--- src/common/ptm_pkg.sv ---
/*
 Constants, types and pin bundle layout for the mode register and
 non-volatile store block. Assumes a single 20 MHz system clock.
*/
package ptm_pkg;

	////////////////////////////////////////////////////////////////////
	// Widths
	localparam int PTM_MODE_W = 8;
	localparam int PTM_NV_W   = 20;
	localparam int PTM_SYN_W  = 12;

	typedef logic [PTM_MODE_W-1:0] ptm_mode_t;
	typedef logic [PTM_NV_W-1:0]   ptm_word_t;
	typedef logic [PTM_SYN_W-1:0]  ptm_pins_t;

	////////////////////////////////////////////////////////////////////
	// Mode register bit positions
	localparam int PTM_MB_SHADOW_OUT = 1;
	localparam int PTM_MB_MAIN_OUT   = 2;
	localparam int PTM_MB_PDOWN      = 3;
	localparam int PTM_MB_CNT_LOAD   = 4;
	localparam int PTM_MB_MOD_OUT    = 5;
	localparam int PTM_MB_REF_OUT    = 6;

	////////////////////////////////////////////////////////////////////
	// Reset and fixed values
	localparam ptm_mode_t PTM_MODE_RST  = 8'h00;
	localparam ptm_word_t PTM_NV_RST    = 20'h0_0000;
	localparam ptm_word_t PTM_NV_ERASED = 20'hf_ffff;
	localparam ptm_pins_t PTM_PINS_RST  = 12'h000;

	////////////////////////////////////////////////////////////////////
	// Synchronised pin bundle positions
	localparam int PTM_PIN_SCLK   = 0;
	localparam int PTM_PIN_SDATA  = 1;
	localparam int PTM_PIN_MSTRB  = 2;
	localparam int PTM_PIN_SSTRB  = 3;
	localparam int PTM_PIN_NVSEL  = 4;
	localparam int PTM_PIN_NVLD   = 5;
	localparam int PTM_PIN_GATEN  = 6;
	localparam int PTM_PIN_VPPE   = 7;
	localparam int PTM_PIN_VPPW   = 8;
	localparam int PTM_PIN_MAINO  = 9;
	localparam int PTM_PIN_REFO   = 10;
	localparam int PTM_PIN_MODSEL = 11;

	////////////////////////////////////////////////////////////////////
	// Shadow reload sequencer
	typedef enum logic [0:0] {LD_IDLE, LD_WAIT} ptm_ld_e;

endpackage

--- src/core/ptm_core.sv ---
/*
 Serial mode register with holding buffer, gate, output routing, and
 control of erase, write and reload of the non-volatile shadow register.
 Assumes every pin is asynchronous to mclk; serial clock well below mclk/4.
*/

module ptm_core
	import ptm_pkg::*;
(
	input  wire logic  mclk,
	input  wire logic  resetn,
	input  wire logic  sclk,
	input  wire logic  sdata,
	input  wire logic  mode_strobe,
	input  wire logic  sec_strobe,
	input  wire logic  nv_select,
	input  wire logic  nv_load,
	input  wire logic  mode_gate_n,
	input  wire logic  vpp_erase,
	input  wire logic  vpp_write,
	input  wire logic  main_divider_out,
	input  wire logic  ref_divider_out,
	input  wire logic  modulus_select,
	output      logic  dout,
	output      logic  power_down,
	output      logic  counter_load_now,
	output      logic  shadow_in_control,
	output      logic  route_conflict,
	output      ptm_pkg::ptm_word_t freq_word
);

	////////////////////////////////////////////////////////////////////
	// Pin synchronisation and edge detection
	ptm_pins_t pins_raw;
	ptm_pins_t pins_s;
	ptm_pins_t prev_r;
	ptm_pins_t prev_nxt;
	ptm_pins_t rise;
	ptm_pins_t fall;

	assign pins_raw = {modulus_select, ref_divider_out, main_divider_out,
		vpp_write, vpp_erase, mode_gate_n, nv_load, nv_select,
		sec_strobe, mode_strobe, sdata, sclk};

	ptm_sync u_sync (
		.mclk   (mclk),
		.resetn (resetn),
		.d      (pins_raw),
		.q      (pins_s)
	);

	always_comb begin
		prev_nxt = pins_s;
		rise     = pins_s & ~prev_r;
		fall     = ~pins_s & prev_r;
	end

	always_ff @(posedge mclk or negedge resetn) begin
		if (!resetn) begin
			prev_r <= PTM_PINS_RST;
		end else begin
			prev_r <= prev_nxt;
		end
	end

	////////////////////////////////////////////////////////////////////
	// Helpers
	function automatic logic more_than_one(input ptm_mode_t m);
		logic [2:0] n;
		n = 3'd0;
		n = n + {2'b00, m[PTM_MB_SHADOW_OUT]};
		n = n + {2'b00, m[PTM_MB_MAIN_OUT]};
		n = n + {2'b00, m[PTM_MB_MOD_OUT]};
		n = n + {2'b00, m[PTM_MB_REF_OUT]};
		return n > 3'd1;
	endfunction

	logic sd_s;
	logic sclk_rise;
	logic ss_s;
	logic sel_s;
	logic ld_s;
	logic gate_n_s;
	logic sel_mode;
	logic sel_shadow;

	always_comb begin
		sd_s       = pins_s[PTM_PIN_SDATA];
		sclk_rise  = rise[PTM_PIN_SCLK];
		ss_s       = pins_s[PTM_PIN_SSTRB];
		sel_s      = pins_s[PTM_PIN_NVSEL];
		ld_s       = pins_s[PTM_PIN_NVLD];
		gate_n_s   = pins_s[PTM_PIN_GATEN];
		sel_mode   = !ss_s && pins_s[PTM_PIN_MSTRB] && !ld_s;
		sel_shadow = !ss_s && ld_s;
	end

	////////////////////////////////////////////////////////////////////
	// Mode shift register and holding buffer
	ptm_mode_t mode_sh_r;
	ptm_mode_t mode_sh_nxt;
	ptm_mode_t hold_r;
	ptm_mode_t hold_nxt;
	ptm_mode_t eff;

	always_comb begin
		mode_sh_nxt = mode_sh_r;
		if (sclk_rise && sel_mode) begin
			mode_sh_nxt = {sd_s, mode_sh_r[PTM_MODE_W-1:1]};
		end
		hold_nxt = hold_r;
		if (fall[PTM_PIN_MSTRB]) begin
			hold_nxt = mode_sh_r;
		end
		eff = gate_n_s ? PTM_MODE_RST : hold_r;
	end

	always_ff @(posedge mclk or negedge resetn) begin
		if (!resetn) begin
			mode_sh_r <= PTM_MODE_RST;
			hold_r    <= PTM_MODE_RST;
		end else begin
			mode_sh_r <= mode_sh_nxt;
			hold_r    <= hold_nxt;
		end
	end

	////////////////////////////////////////////////////////////////////
	// Non-volatile control and shadow register
	ptm_ld_e   ld_st_r;
	ptm_ld_e   ld_st_nxt;
	ptm_word_t shadow_r;
	ptm_word_t shadow_nxt;
	ptm_word_t nv_rd_data;
	logic      reload_go;
	logic      nv_rd_en;
	logic      erase_go;
	logic      write_go;

	always_comb begin
		erase_go  = rise[PTM_PIN_VPPE] && ss_s && sel_s && ld_s;
		write_go  = rise[PTM_PIN_VPPW] && ss_s && !sel_s && ld_s;
		reload_go = (rise[PTM_PIN_NVSEL] && !ld_s) ||
			(fall[PTM_PIN_NVLD] && sel_s);
		ld_st_nxt  = ld_st_r;
		nv_rd_en   = 1'b0;
		shadow_nxt = shadow_r;
		unique case (ld_st_r)
			LD_IDLE: begin
				if (reload_go) begin
					nv_rd_en  = 1'b1;
					ld_st_nxt = LD_WAIT;
				end
			end
			LD_WAIT: begin
				shadow_nxt = nv_rd_data;
				ld_st_nxt  = LD_IDLE;
			end
		endcase
		if (ld_st_r == LD_IDLE && sclk_rise && sel_shadow) begin
			shadow_nxt = {sd_s, shadow_r[PTM_NV_W-1:1]};
		end
	end

	always_ff @(posedge mclk or negedge resetn) begin
		if (!resetn) begin
			ld_st_r  <= LD_IDLE;
			shadow_r <= PTM_NV_RST;
		end else begin
			ld_st_r  <= ld_st_nxt;
			shadow_r <= shadow_nxt;
		end
	end

	ptm_nv_cells u_cells (
		.mclk    (mclk),
		.resetn  (resetn),
		.erase   (erase_go),
		.write   (write_go),
		.wdata   (shadow_r),
		.rd_en   (nv_rd_en),
		.rd_data (nv_rd_data)
	);

	////////////////////////////////////////////////////////////////////
	// Outputs
	logic      dout_r;
	logic      dout_nxt;
	logic      pdown_r;
	logic      pdown_nxt;
	logic      cload_r;
	logic      cload_nxt;
	logic      sctl_r;
	logic      sctl_nxt;
	logic      conf_r;
	logic      conf_nxt;
	ptm_word_t fw_r;
	ptm_word_t fw_nxt;

	always_comb begin
		dout_nxt =
			(eff[PTM_MB_SHADOW_OUT] && shadow_r[0]) ||
			(eff[PTM_MB_MAIN_OUT] && pins_s[PTM_PIN_MAINO]) ||
			(eff[PTM_MB_MOD_OUT] && pins_s[PTM_PIN_MODSEL]) ||
			(eff[PTM_MB_REF_OUT] && pins_s[PTM_PIN_REFO]);
		pdown_nxt = eff[PTM_MB_PDOWN];
		cload_nxt = eff[PTM_MB_CNT_LOAD];
		conf_nxt  = more_than_one(eff);
		sctl_nxt  = sel_s && !ld_s;
		fw_nxt    = sctl_nxt ? shadow_r : fw_r;
	end

	always_ff @(posedge mclk or negedge resetn) begin
		if (!resetn) begin
			dout_r  <= 1'b0;
			pdown_r <= 1'b0;
			cload_r <= 1'b0;
			sctl_r  <= 1'b0;
			conf_r  <= 1'b0;
			fw_r    <= PTM_NV_RST;
		end else begin
			dout_r  <= dout_nxt;
			pdown_r <= pdown_nxt;
			cload_r <= cload_nxt;
			sctl_r  <= sctl_nxt;
			conf_r  <= conf_nxt;
			fw_r    <= fw_nxt;
		end
	end

	assign dout              = dout_r;
	assign power_down        = pdown_r;
	assign counter_load_now  = cload_r;
	assign shadow_in_control = sctl_r;
	assign route_conflict    = conf_r;
	assign freq_word         = fw_r;
endmodule // ptm_core

--- src/core/ptm_nv_cells.sv ---
/*
 Non-volatile cell array model: erase to ones, AND-write, registered read.
 Assumes erase, write and read requests are single-cycle pulses.
*/
module ptm_nv_cells
	import ptm_pkg::*;
(
	input  wire logic               mclk,
	input  wire logic               resetn,
	input  wire logic               erase,
	input  wire logic               write,
	input  wire ptm_pkg::ptm_word_t wdata,
	input  wire logic               rd_en,
	output      ptm_pkg::ptm_word_t rd_data
);

	ptm_word_t cells_r;
	ptm_word_t cells_nxt;
	ptm_word_t rd_r;
	ptm_word_t rd_nxt;

	////////////////////////////////////////////////////////////////////
	// Cells keep their content through reset
	always_comb begin
		cells_nxt = cells_r;
		if (erase) begin
			cells_nxt = PTM_NV_ERASED;
		end else if (write) begin
			cells_nxt = cells_r & wdata;
		end
		rd_nxt = rd_en ? cells_r : rd_r;
	end

	always_ff @(posedge mclk) begin
		cells_r <= cells_nxt;
	end

	always_ff @(posedge mclk or negedge resetn) begin
		if (!resetn) begin
			rd_r <= PTM_NV_RST;
		end else begin
			rd_r <= rd_nxt;
		end
	end

	assign rd_data = rd_r;
endmodule // ptm_nv_cells

--- src/core/ptm_sync.sv ---
/*
 Two-flop synchroniser for a bundle of asynchronous pins.
 Assumes the inputs are static levels or slow edges against mclk.
*/
module ptm_sync
	import ptm_pkg::*;
(
	input  wire logic              mclk,
	input  wire logic              resetn,
	input  wire ptm_pkg::ptm_pins_t d,
	output      ptm_pkg::ptm_pins_t q
);

	ptm_pins_t meta_r;
	ptm_pins_t meta_nxt;
	ptm_pins_t q_r;
	ptm_pins_t q_nxt;

	always_comb begin
		meta_nxt = d;
		q_nxt    = meta_r;
	end

	always_ff @(posedge mclk or negedge resetn) begin
		if (!resetn) begin
			meta_r <= PTM_PINS_RST;
			q_r    <= PTM_PINS_RST;
		end else begin
			meta_r <= meta_nxt;
			q_r    <= q_nxt;
		end
	end

	assign q = q_r;

endmodule // ptm_sync

--- config.mk ---
export PLATFORM = sky130hd
export DESIGN_NAME = ptm_core
export DESIGN_NICKNAME = d
export VERILOG_FILES = /design/src/common/ptm_pkg.sv /design/src/core/ptm_core.sv /design/src/core/ptm_nv_cells.sv /design/src/core/ptm_sync.sv
export SDC_FILE = /design/constraint.sdc
export NUM_CORES = 1
export LEC_CHECK = 0
export BUFFER_PORTS_ARGS = -buffer_cell sky130_fd_sc_hd__buf_2
export CAP_MARGIN = 20
export CORE_ASPECT_RATIO = 0.7
export CORE_MARGIN = 4
export CORE_UTILIZATION = 40
export DETAILED_ROUTE_END_ITERATION = 12
export MAX_ROUTING_LAYER = met4
export SLEW_MARGIN = 20
export SYNTH_ARGS = -nofsm -noshare
export SYNTH_HDL_FRONTEND = slang
export SYNTH_SLANG_ARGS = --single-unit
--- constraint.sdc ---
create_clock -name mclk -period 2.9 [get_ports mclk]
set_input_delay 0.58 -clock mclk [delete_from_list [all_inputs] [get_ports mclk]]
set_output_delay 0.58 -clock mclk [all_outputs]
set_load 0.02 [all_outputs]
==> results of run 1 <==
==> layer usage <==
layer / wire (um) / GRT usage, % / up-vias
li1: - / - / 1214
met1: 4042 / 20.29 / 1279
met2: 3461 / 18.00 / 71
met3: 503 / 4.762 / 13
met4: 153 / 6.971 / 0
met5: 0 / - / -
==> flip-flops by register name, summed over array words and instances, names as in the netlist <==
register           flops
u_cells.rd_data       20
u_sync.meta_r         12
route_conflict         1
shadow_r              20
counter_load_now       1
ld_st_r                1
mode_sh_r              7
power_down             1
shadow_in_control      1
u_cells.cells_r       20
hold_r                 6
prev_r                 6
u_sync.q              12
dout                   1
freq_word             20
==> metrics by stage <==
stage          util (%)  worst slack, ps
2_1_floorplan         -             1516
6_report          49.85            927.2
3_3_place_gp      44.38            987.6
3_5_place_dp      44.38            921.2
4_1_cts           49.85            894.4
5_1_grt           49.85            782.0
==> logic make-up (layout without fill, tap and decap cells) <==
group | count (synthesis) | in the layout
buffers and inverters | 20 | 79
muxes | 53 | 53
DFF | 129 | 129
adders and majority gates | 1 | 1
AOI/OAI and AO/OA | 45 | 45
and+or+nand+nor | 57 | 57
==> final cells by class <==
class | count | area, um^2
clock inverters | 7 | 71.32
well taps | 153 | 191.4
inverters | 1 | 3.754
fillers | 982 | 5562
clock buffers | 25 | 535.5
multi-input cells | 156 | 1346
flip-flops and latches | 129 | 3128
repair buffers | 46 | 252.7
==> synthesized netlist by cell type (all sizes together) <==
library cell | n | share of area [%]
a31oi | 1 | 0.14
nor2 | 1 | 0.082
o41ai | 20 | 3.8
nand2 | 23 | 1.9
a221o | 20 | 4.4
clkbuf | 13 | 1.1
dfxtp | 20 | 8.8
and2 | 20 | 2.7
dfrtp | 109 | 60
nand2b | 2 | 0.44
a21oi | 1 | 0.11
a22oi | 2 | 0.33
inv | 1 | 0.082
mux2 | 53 | 13
or3 | 1 | 0.14
buf | 6 | 0.77
nor2b | 7 | 0.96
fa | 1 | 0.44
nor3 | 1 | 0.36
and4b | 1 | 0.22
nand4b | 1 | 0.19
o21bai | 1 | 0.16
==> path summary, 6_finish.rpt <==
kind,endpoint,slack (ps),startpoint
max in group asynchronous,u_sync.q[1],1850,resetn
worst max-delay path,u_cells.rd_data[15],930,ld_st_r
worst min register to register,u_sync.q[8],350,u_sync.meta_r[8]
worst min-delay path,u_sync.meta_r[0],270,sclk
min in group asynchronous,shadow_in_control,280,resetn
worst max register to register,u_cells.rd_data[15],930,ld_st_r
==> power breakdown <==
group | internal, W | switching (W) | total (W)
clock network | 0.00136 | 0.000736 | 0.00210
registers | 0.00229 | 0.000308 | 0.00260
logic | 0.000471 | 0.000424 | 0.000895
total | 0.00412 | 0.00147 | 0.00559
==> summary.md, run 1 <==
| Metric | Value |
|---|---|
| Compound-Gate Fraction of Synth Area | under 10% |
| Routed len/inst | ~16 um |
| Total Routing Usage GR | 14.23% |
| Fraction of synthesized area in multiplexers | around an eighth |
| Post-CTS sizing | 0 |
| Layout Cells excl Fill | between 500 and 600 |
| Largest incremental delay on the critical path | a little over 600 ps |
| Crit. End Element | flip-flop |
| Initial Util | 41.13% |
| Pwr dens | slightly above 1000 nW/um^2 |
| Synth Net Count | 320 |
| Antenna violations before repair | 0 |
| Die Span Y | just under 100 um |
| Post-DP Area | slightly below 5000 um^2 |
| Kind of cell adding the most delay to the critical path | flip-flops |
| Total grt overflow | 0 |
| Worst-path clk slew | 50 ps |
| Inst Count DP | ~490 |
| Final Max Tran Viols | 0 |
| HP Class | in -> reg |
| Buf/Inv on CP | 1 |
| Starting DRT DRC Count | around 120 |
| Crit path max-delay cell type | dfrtp_1 |
| Hold path depth | 1 |
| Largest net degree at the start of global routing | a little over 70 |
| Yosys warns | 0 |
| Core ar. | approximately 11,000 um^2 |
| Share of layout cells above drive strength 1 | between 30 and 40% |
| Cts hold-fix bufs | 0 |
| Crit-path cells | nor3_4 -> buf_4 -> mux2_2 |
| Post-layout minimum cycle time | 1973 ps |
| Max Freq | around 510 MHz |
| CTS max path bufs | 2 |
| Fin. Hold Viols | 0 |
| Syn avg cell area | around 15 um^2 |
| VDD IR max | 0.4745 mV |
| WP data required | around 3200 ps |
| Final Cell Area | about 5500 um^2 |
| Routed vias | roughly 2.6k |
| Power Total | around 0.0056 W |
| Crit path kind | reg -> reg |
| Synth-to-layout area growth | 21.20% |
| Largest family of logic cells by synthesized area | multiplexers |
| Clock Skew | between 8 and 9 ps |
| First-pass GRT wire length | roughly 14,000 um |
| RD Place Congestion | 0.7379 |
| Post-Synthesis Cells | just over 300 |
| Most frequent cells in the layout | dfrtp_1 (109), mux2_2 (53), buf_2 (37) |
| DRC | 0 |
| Status | completed |
| Post-Syn Area | 4562 um^2 |
| H-Tree Depth | 4 |
| Io pins | 39 |
| Register area share after synthesis | between 60% and 70% |
| Vias in the first global route | about 2.6k |
| Slew headroom | 37.33% |
| # diodes | 0 |
| P_leak | roughly 2.6 nW |
| Row count | 32 |
| DP HPWL | just under 5000 um |
| Clk sink count | between 100 and 150 |
| R2R depth | 3 |
| Worst-margin pin slew | around 940 ps |
| Die area | approximately 13,000 um^2 |
| Root Buffer | clkbuf_16 |
| Setup Viol. Count Final | 0 |
| Number of max-cap violations | 0 |
| Crit-path max FO | 23 |
| Post-CTS Setup Bufs | 0 |
| Synth unique cells | 24 |
| Unrepaired setup endpoints after global routing | false |
| DRT Wirelength | between 8000 and 9000 um |
| Setup TNS | 0 ps |
| CTS tree | built |
| Via density | between 4 and 5 |
| PortBufs | 38 |
| Xor and xnor area share after synthesis | 0% |
| Hold_ws | roughly 270 ps |
| CP arrival | 2260 ps |
| Overall die width | roughly 140 um |
| Nets | about 370 |
| Clock Latency Late Sink | roughly 400 ps |
| Synth Register Bits | roughly 130 |
| Crit start category | flip-flop |
| Synth Area in Simple Gates | 7.021% |
| Antenna-violating nets left | 0 |
| Adder-cell share of the synthesized area | less than 1% |
| Tcrit/Tclk final | 68.03% |
| First-pass DRT Iterations | 4 |
| Total CTS buffers | 17 |
| Most common cell after layout, fill and taps aside | dfrtp_1 |
| Levels on crit path | 3 |
Power figures use the tool's default switching activity.
==> run 2, diff against run 1 <==
- ABC_AREA: default -> 1
- clock period: 2.9 -> 2 ns (I/O delays scaled with it)
==> summary.md, run 2 <==
| Metric | Value |
|---|---|
| R2R Setup Slk | 490 ps (-440 ps) |
| HP Class | in -> reg |
| First-pass DRT Iterations | 4 (unchanged) |
| Initial Util | 41.53% (+0.40 points) |
| Clock Skew | 9.324 ps (+1.298 ps) |
| Total grt overflow | 0 (unchanged) |
| RD Place Congestion | 0.7502 (+1.7%) |
| Largest net degree at the start of global routing | 44 (-39%) |
| Number of max-cap violations | 0 (unchanged) |
| WP data required | 2280 ps (-910 ps) |
| CP arrival | 1800 ps (-460 ps) |
| Clock power share | 41.3% (+3.8 points) |
| H-Tree Depth | 4 (unchanged) |
| Status | completed |
| Post-DP Area | 5026 um^2 (+2.1%) |
| FF-to-FF End | mode_sh_r[2] |
| Total Routing Usage GR | 16.45% (+2.2 points) |
| Root Buffer | clkbuf_16 |
| Post-synth EDFFs | 0 (unchanged) |
| Io pins | 39 (unchanged) |
| Synth Register Bits | 129 (unchanged) |
| Register area share after synthesis | 67.42% (-1.1 points) |
| Power Total | 0.007636 W (+37%) |
| # fillers | 1,000 (+1.8%) |
| Hold path depth | 1 (unchanged) |
| Die area | 13,410 um^2 (+1.6%) |
| Slew headroom | 66.13% (+29 points) |
| Leading area contributor after synthesis | dfrtp_1 |
| VDD IR max | 0.9302 mV (+96%) |
| FFs w/ async S/R, synth | 84.50% (unchanged) |
| Core ar. | 11,170 um^2 (+0.72%) |
| Register area | 3128 um^2 (unchanged) |
| Worst-margin pin slew | 508.1 ps (-432.0 ps) |
| Antenna violations before repair | 0 (unchanged) |
| Synth unique cells | 21 (-13%) |
| Final Max Tran Viols | 0 (unchanged) |
| Clock Latency Late Sink | 410 ps (about the same) |
| Starting DRT DRC Count | 231 (+99%) |
| Synth-to-layout area growth | 21.82% |
| Max Freq | 660.7 MHz (+30%) |
| Most frequent cells in the layout | nand2_1 (180), dfrtp_1 (109), nand3_1 (43) |
| Hold Crit Endpoint | u_sync.meta_r[1] |
| Overall die width | 136.7 um (+0.80%) |
| Post-CTS Setup Bufs | 0 (unchanged) |
| CTS max path bufs | 2 (unchanged) |
| Post-Synthesis Cells | 467 (+53%) |
| Fin. Hold Viols | 0 (unchanged) |
| Post-Syn Area | 4639 um^2 (+1.7%) |
| Adder-cell share of the synthesized area | 0.4315% (-0.0073 points) |
| Final Cell Area | 5652 um^2 (+2.2%) |
| Compound-Gate Fraction of Synth Area | 4.315% (-4.7 points) |
| Row count | 32 (unchanged) |
| Routed vias | 3,275 (+27%) |
| DP HPWL | 5792 um (+18%) |
| PortBufs | 38 (unchanged) |
| Internal power | 0.005597 W (+36%) |
| Synth top cells by count | nand2_1 (180), dfrtp_1 (109), nand3_1 (43) |
| Synth top area cells | dfrtp_1 (59%), nand2_1 (15%), dfxtp_1 (8.6%) |
| R2R depth | 3 (unchanged) |
| Post-layout minimum cycle time | 1514 ps (-459.3 ps) |
| Main synth FF type | dfrtp_1 |
| Unrepaired setup endpoints after global routing | false |
| Pwr dens | 1351 nW/um^2 (+34%) |
| Crit-path max FO | 14 (-39%) |
| Combinational Power Share | 12.5% (-3.5 points) |
| Fraction of synthesized area in multiplexers | 0% (-13 points) |
| Total CTS buffers | 17 (unchanged) |
| Nets | 528 (+44%) |
| Via density | 4.823 (-3.2%) |
| Crit. End Element | flip-flop |
| Setup TNS | 0 ps (unchanged) |
| Clk sink count | 129 (unchanged) |
| Yosys top cell area share | 58.79% (-1.0 points) |
| DRT Wirelength | 9580 um (+17%) |
| Vias in the first global route | 3,301 (+26%) |
| Crit path kind | reg -> reg |
| Top-count cell post-synth | nand2_1 |
| Net Sw Frac | 26.70% (+0.45 points) |
| Setup Viol. Count Final | 0 (unchanged) |
| Share of layout cells above drive strength 1 | 18.63% (-18 points) |
| HP Start | sdata |
| Post-route core utilization | 50.59% (+0.74 points) |
| Flop pwr share | 46.2% (-0.3 points) |
| CTS tree | built |
| Synth Net Count | 482 (+51%) |
| # diodes | 0 (unchanged) |
| Antenna-violating nets left | 0 (unchanged) |
| Yosys warns | 0 (unchanged) |
| Synth Area in Simple Gates | 23.46% (+16 points) |
| Xor and xnor area share after synthesis | 0% (unchanged) |
| R2R Path Start | u_sync.q[0] |
| P_leak | 2.874 nW (+13%) |
| Syn avg cell area | 9.935 um^2 (-34%) |
| Routed len/inst | 14.11 um (-11%) |
| Multi-input logic area | 1309 um^2 (-2.8%) |
| Crit start category | flip-flop |
| Tcrit/Tclk final | 75.68% (+7.6 points) |
| DRC | 0 (unchanged) |
| Worst-path clk slew | 50 ps (about the same) |
| Net Sw Power | 0.002039 W (+39%) |
| First-pass GRT wire length | 16,540 um (+19%) |
| Most common cell after layout, fill and taps aside | nand2_1 |
| Die Span Y | 98.11 um (+0.78%) |
| Largest family of logic cells by synthesized area | simple AND/OR/NAND/NOR gates |
run 2: changes by cell type after synthesis, moves of 7 or more:
cell / before / now
o21ai_2: 0 / 7
nor2_1: 1 / 10
clkbuf_1: 13 / 6
o21ai_1: 0 / 20
buf_2: 4 / 15
mux2_2: 53 / 0
and2_1: 20 / 0
a221o_1: 20 / 0
nor2b_1: 7 / 0
nand3_1: 0 / 43
inv_1: 1 / 16
nand4_1: 0 / 21
o41ai_1: 20 / 0
nand2_1: 23 / 180
run 2: power by group through the flow:
stage,clock network [W],logic (W),registers [W]
2_1_floorplan,0,0.000511,0.00361
3_3_place_gp,0,0.000936,0.00354
3_5_place_dp,0,0.000969,0.00356
4_1_cts,0.00322,0.000979,0.00353
5_1_grt,0.00336,0.00110,0.00359
6_report,0.00316,0.000955,0.00352
run 2: kinds of logic after synthesis:
kind of cell,Yosys count
DFF,129
and+or+nand+nor,257
buffers and inverters,46
AOI/OAI and AO/OA,34
adders and majority gates,1
run 2: per-layer routing:
metal,global-route usage [%],vias up,share of wire [%]
met2,23.16,79,46
met3,4.789,8,4.8
met1,22.44,1591,48
li1,-,1597,-
met4,6.507,0,0.97
met5,-,-,0
run 2: timing repair:
| action | CTS | global route |
|---|---|---|
| hold endpoints to repair | 35 | 0 |
| resized for setup | 0 | 0 |
| hold buffers | 1 | 0 |
run 2: worst max path at each step:
stage,from,endpoint,slack [ps]
2_1_floorplan,u_sync.q[6],route_conflict,630
3_3_place_gp,u_sync.q[6],route_conflict,580
3_5_place_dp,u_sync.q[0],mode_sh_r[2],500
4_1_cts,u_sync.q[0],mode_sh_r[2],470
5_1_grt,u_sync.q[0],mode_sh_r[3],350
6_report,u_sync.q[0],mode_sh_r[2],490
run 2: stage by stage:
step	cells	setup WS, ps	hold slack, ps
CTS	679	470.0	78.24
floorplan	467	632.6	104.4
detailed placement	646	503.3	334.7
global placement	646	580.7	331.2
finish	679	486.5	96.47
global route	679	351.5	69.33
run 2: final cells by class:
cell class                 count  share of cell area [%]
clock inverter                10                   2.325
inverter                      20                   1.328
clock buffer                  22                   8.568
tap                          153                   3.387
timing repair buffer          53                   5.889
multi-input combinational    292                   23.16
sequential                   129                   55.35
run 2: worst max-delay path, cell delays in order, from the launching register on:
cell,delay [ps]
dfrtp_1,650
nand4_2,450
nand2_1,210
o21ai_2,70
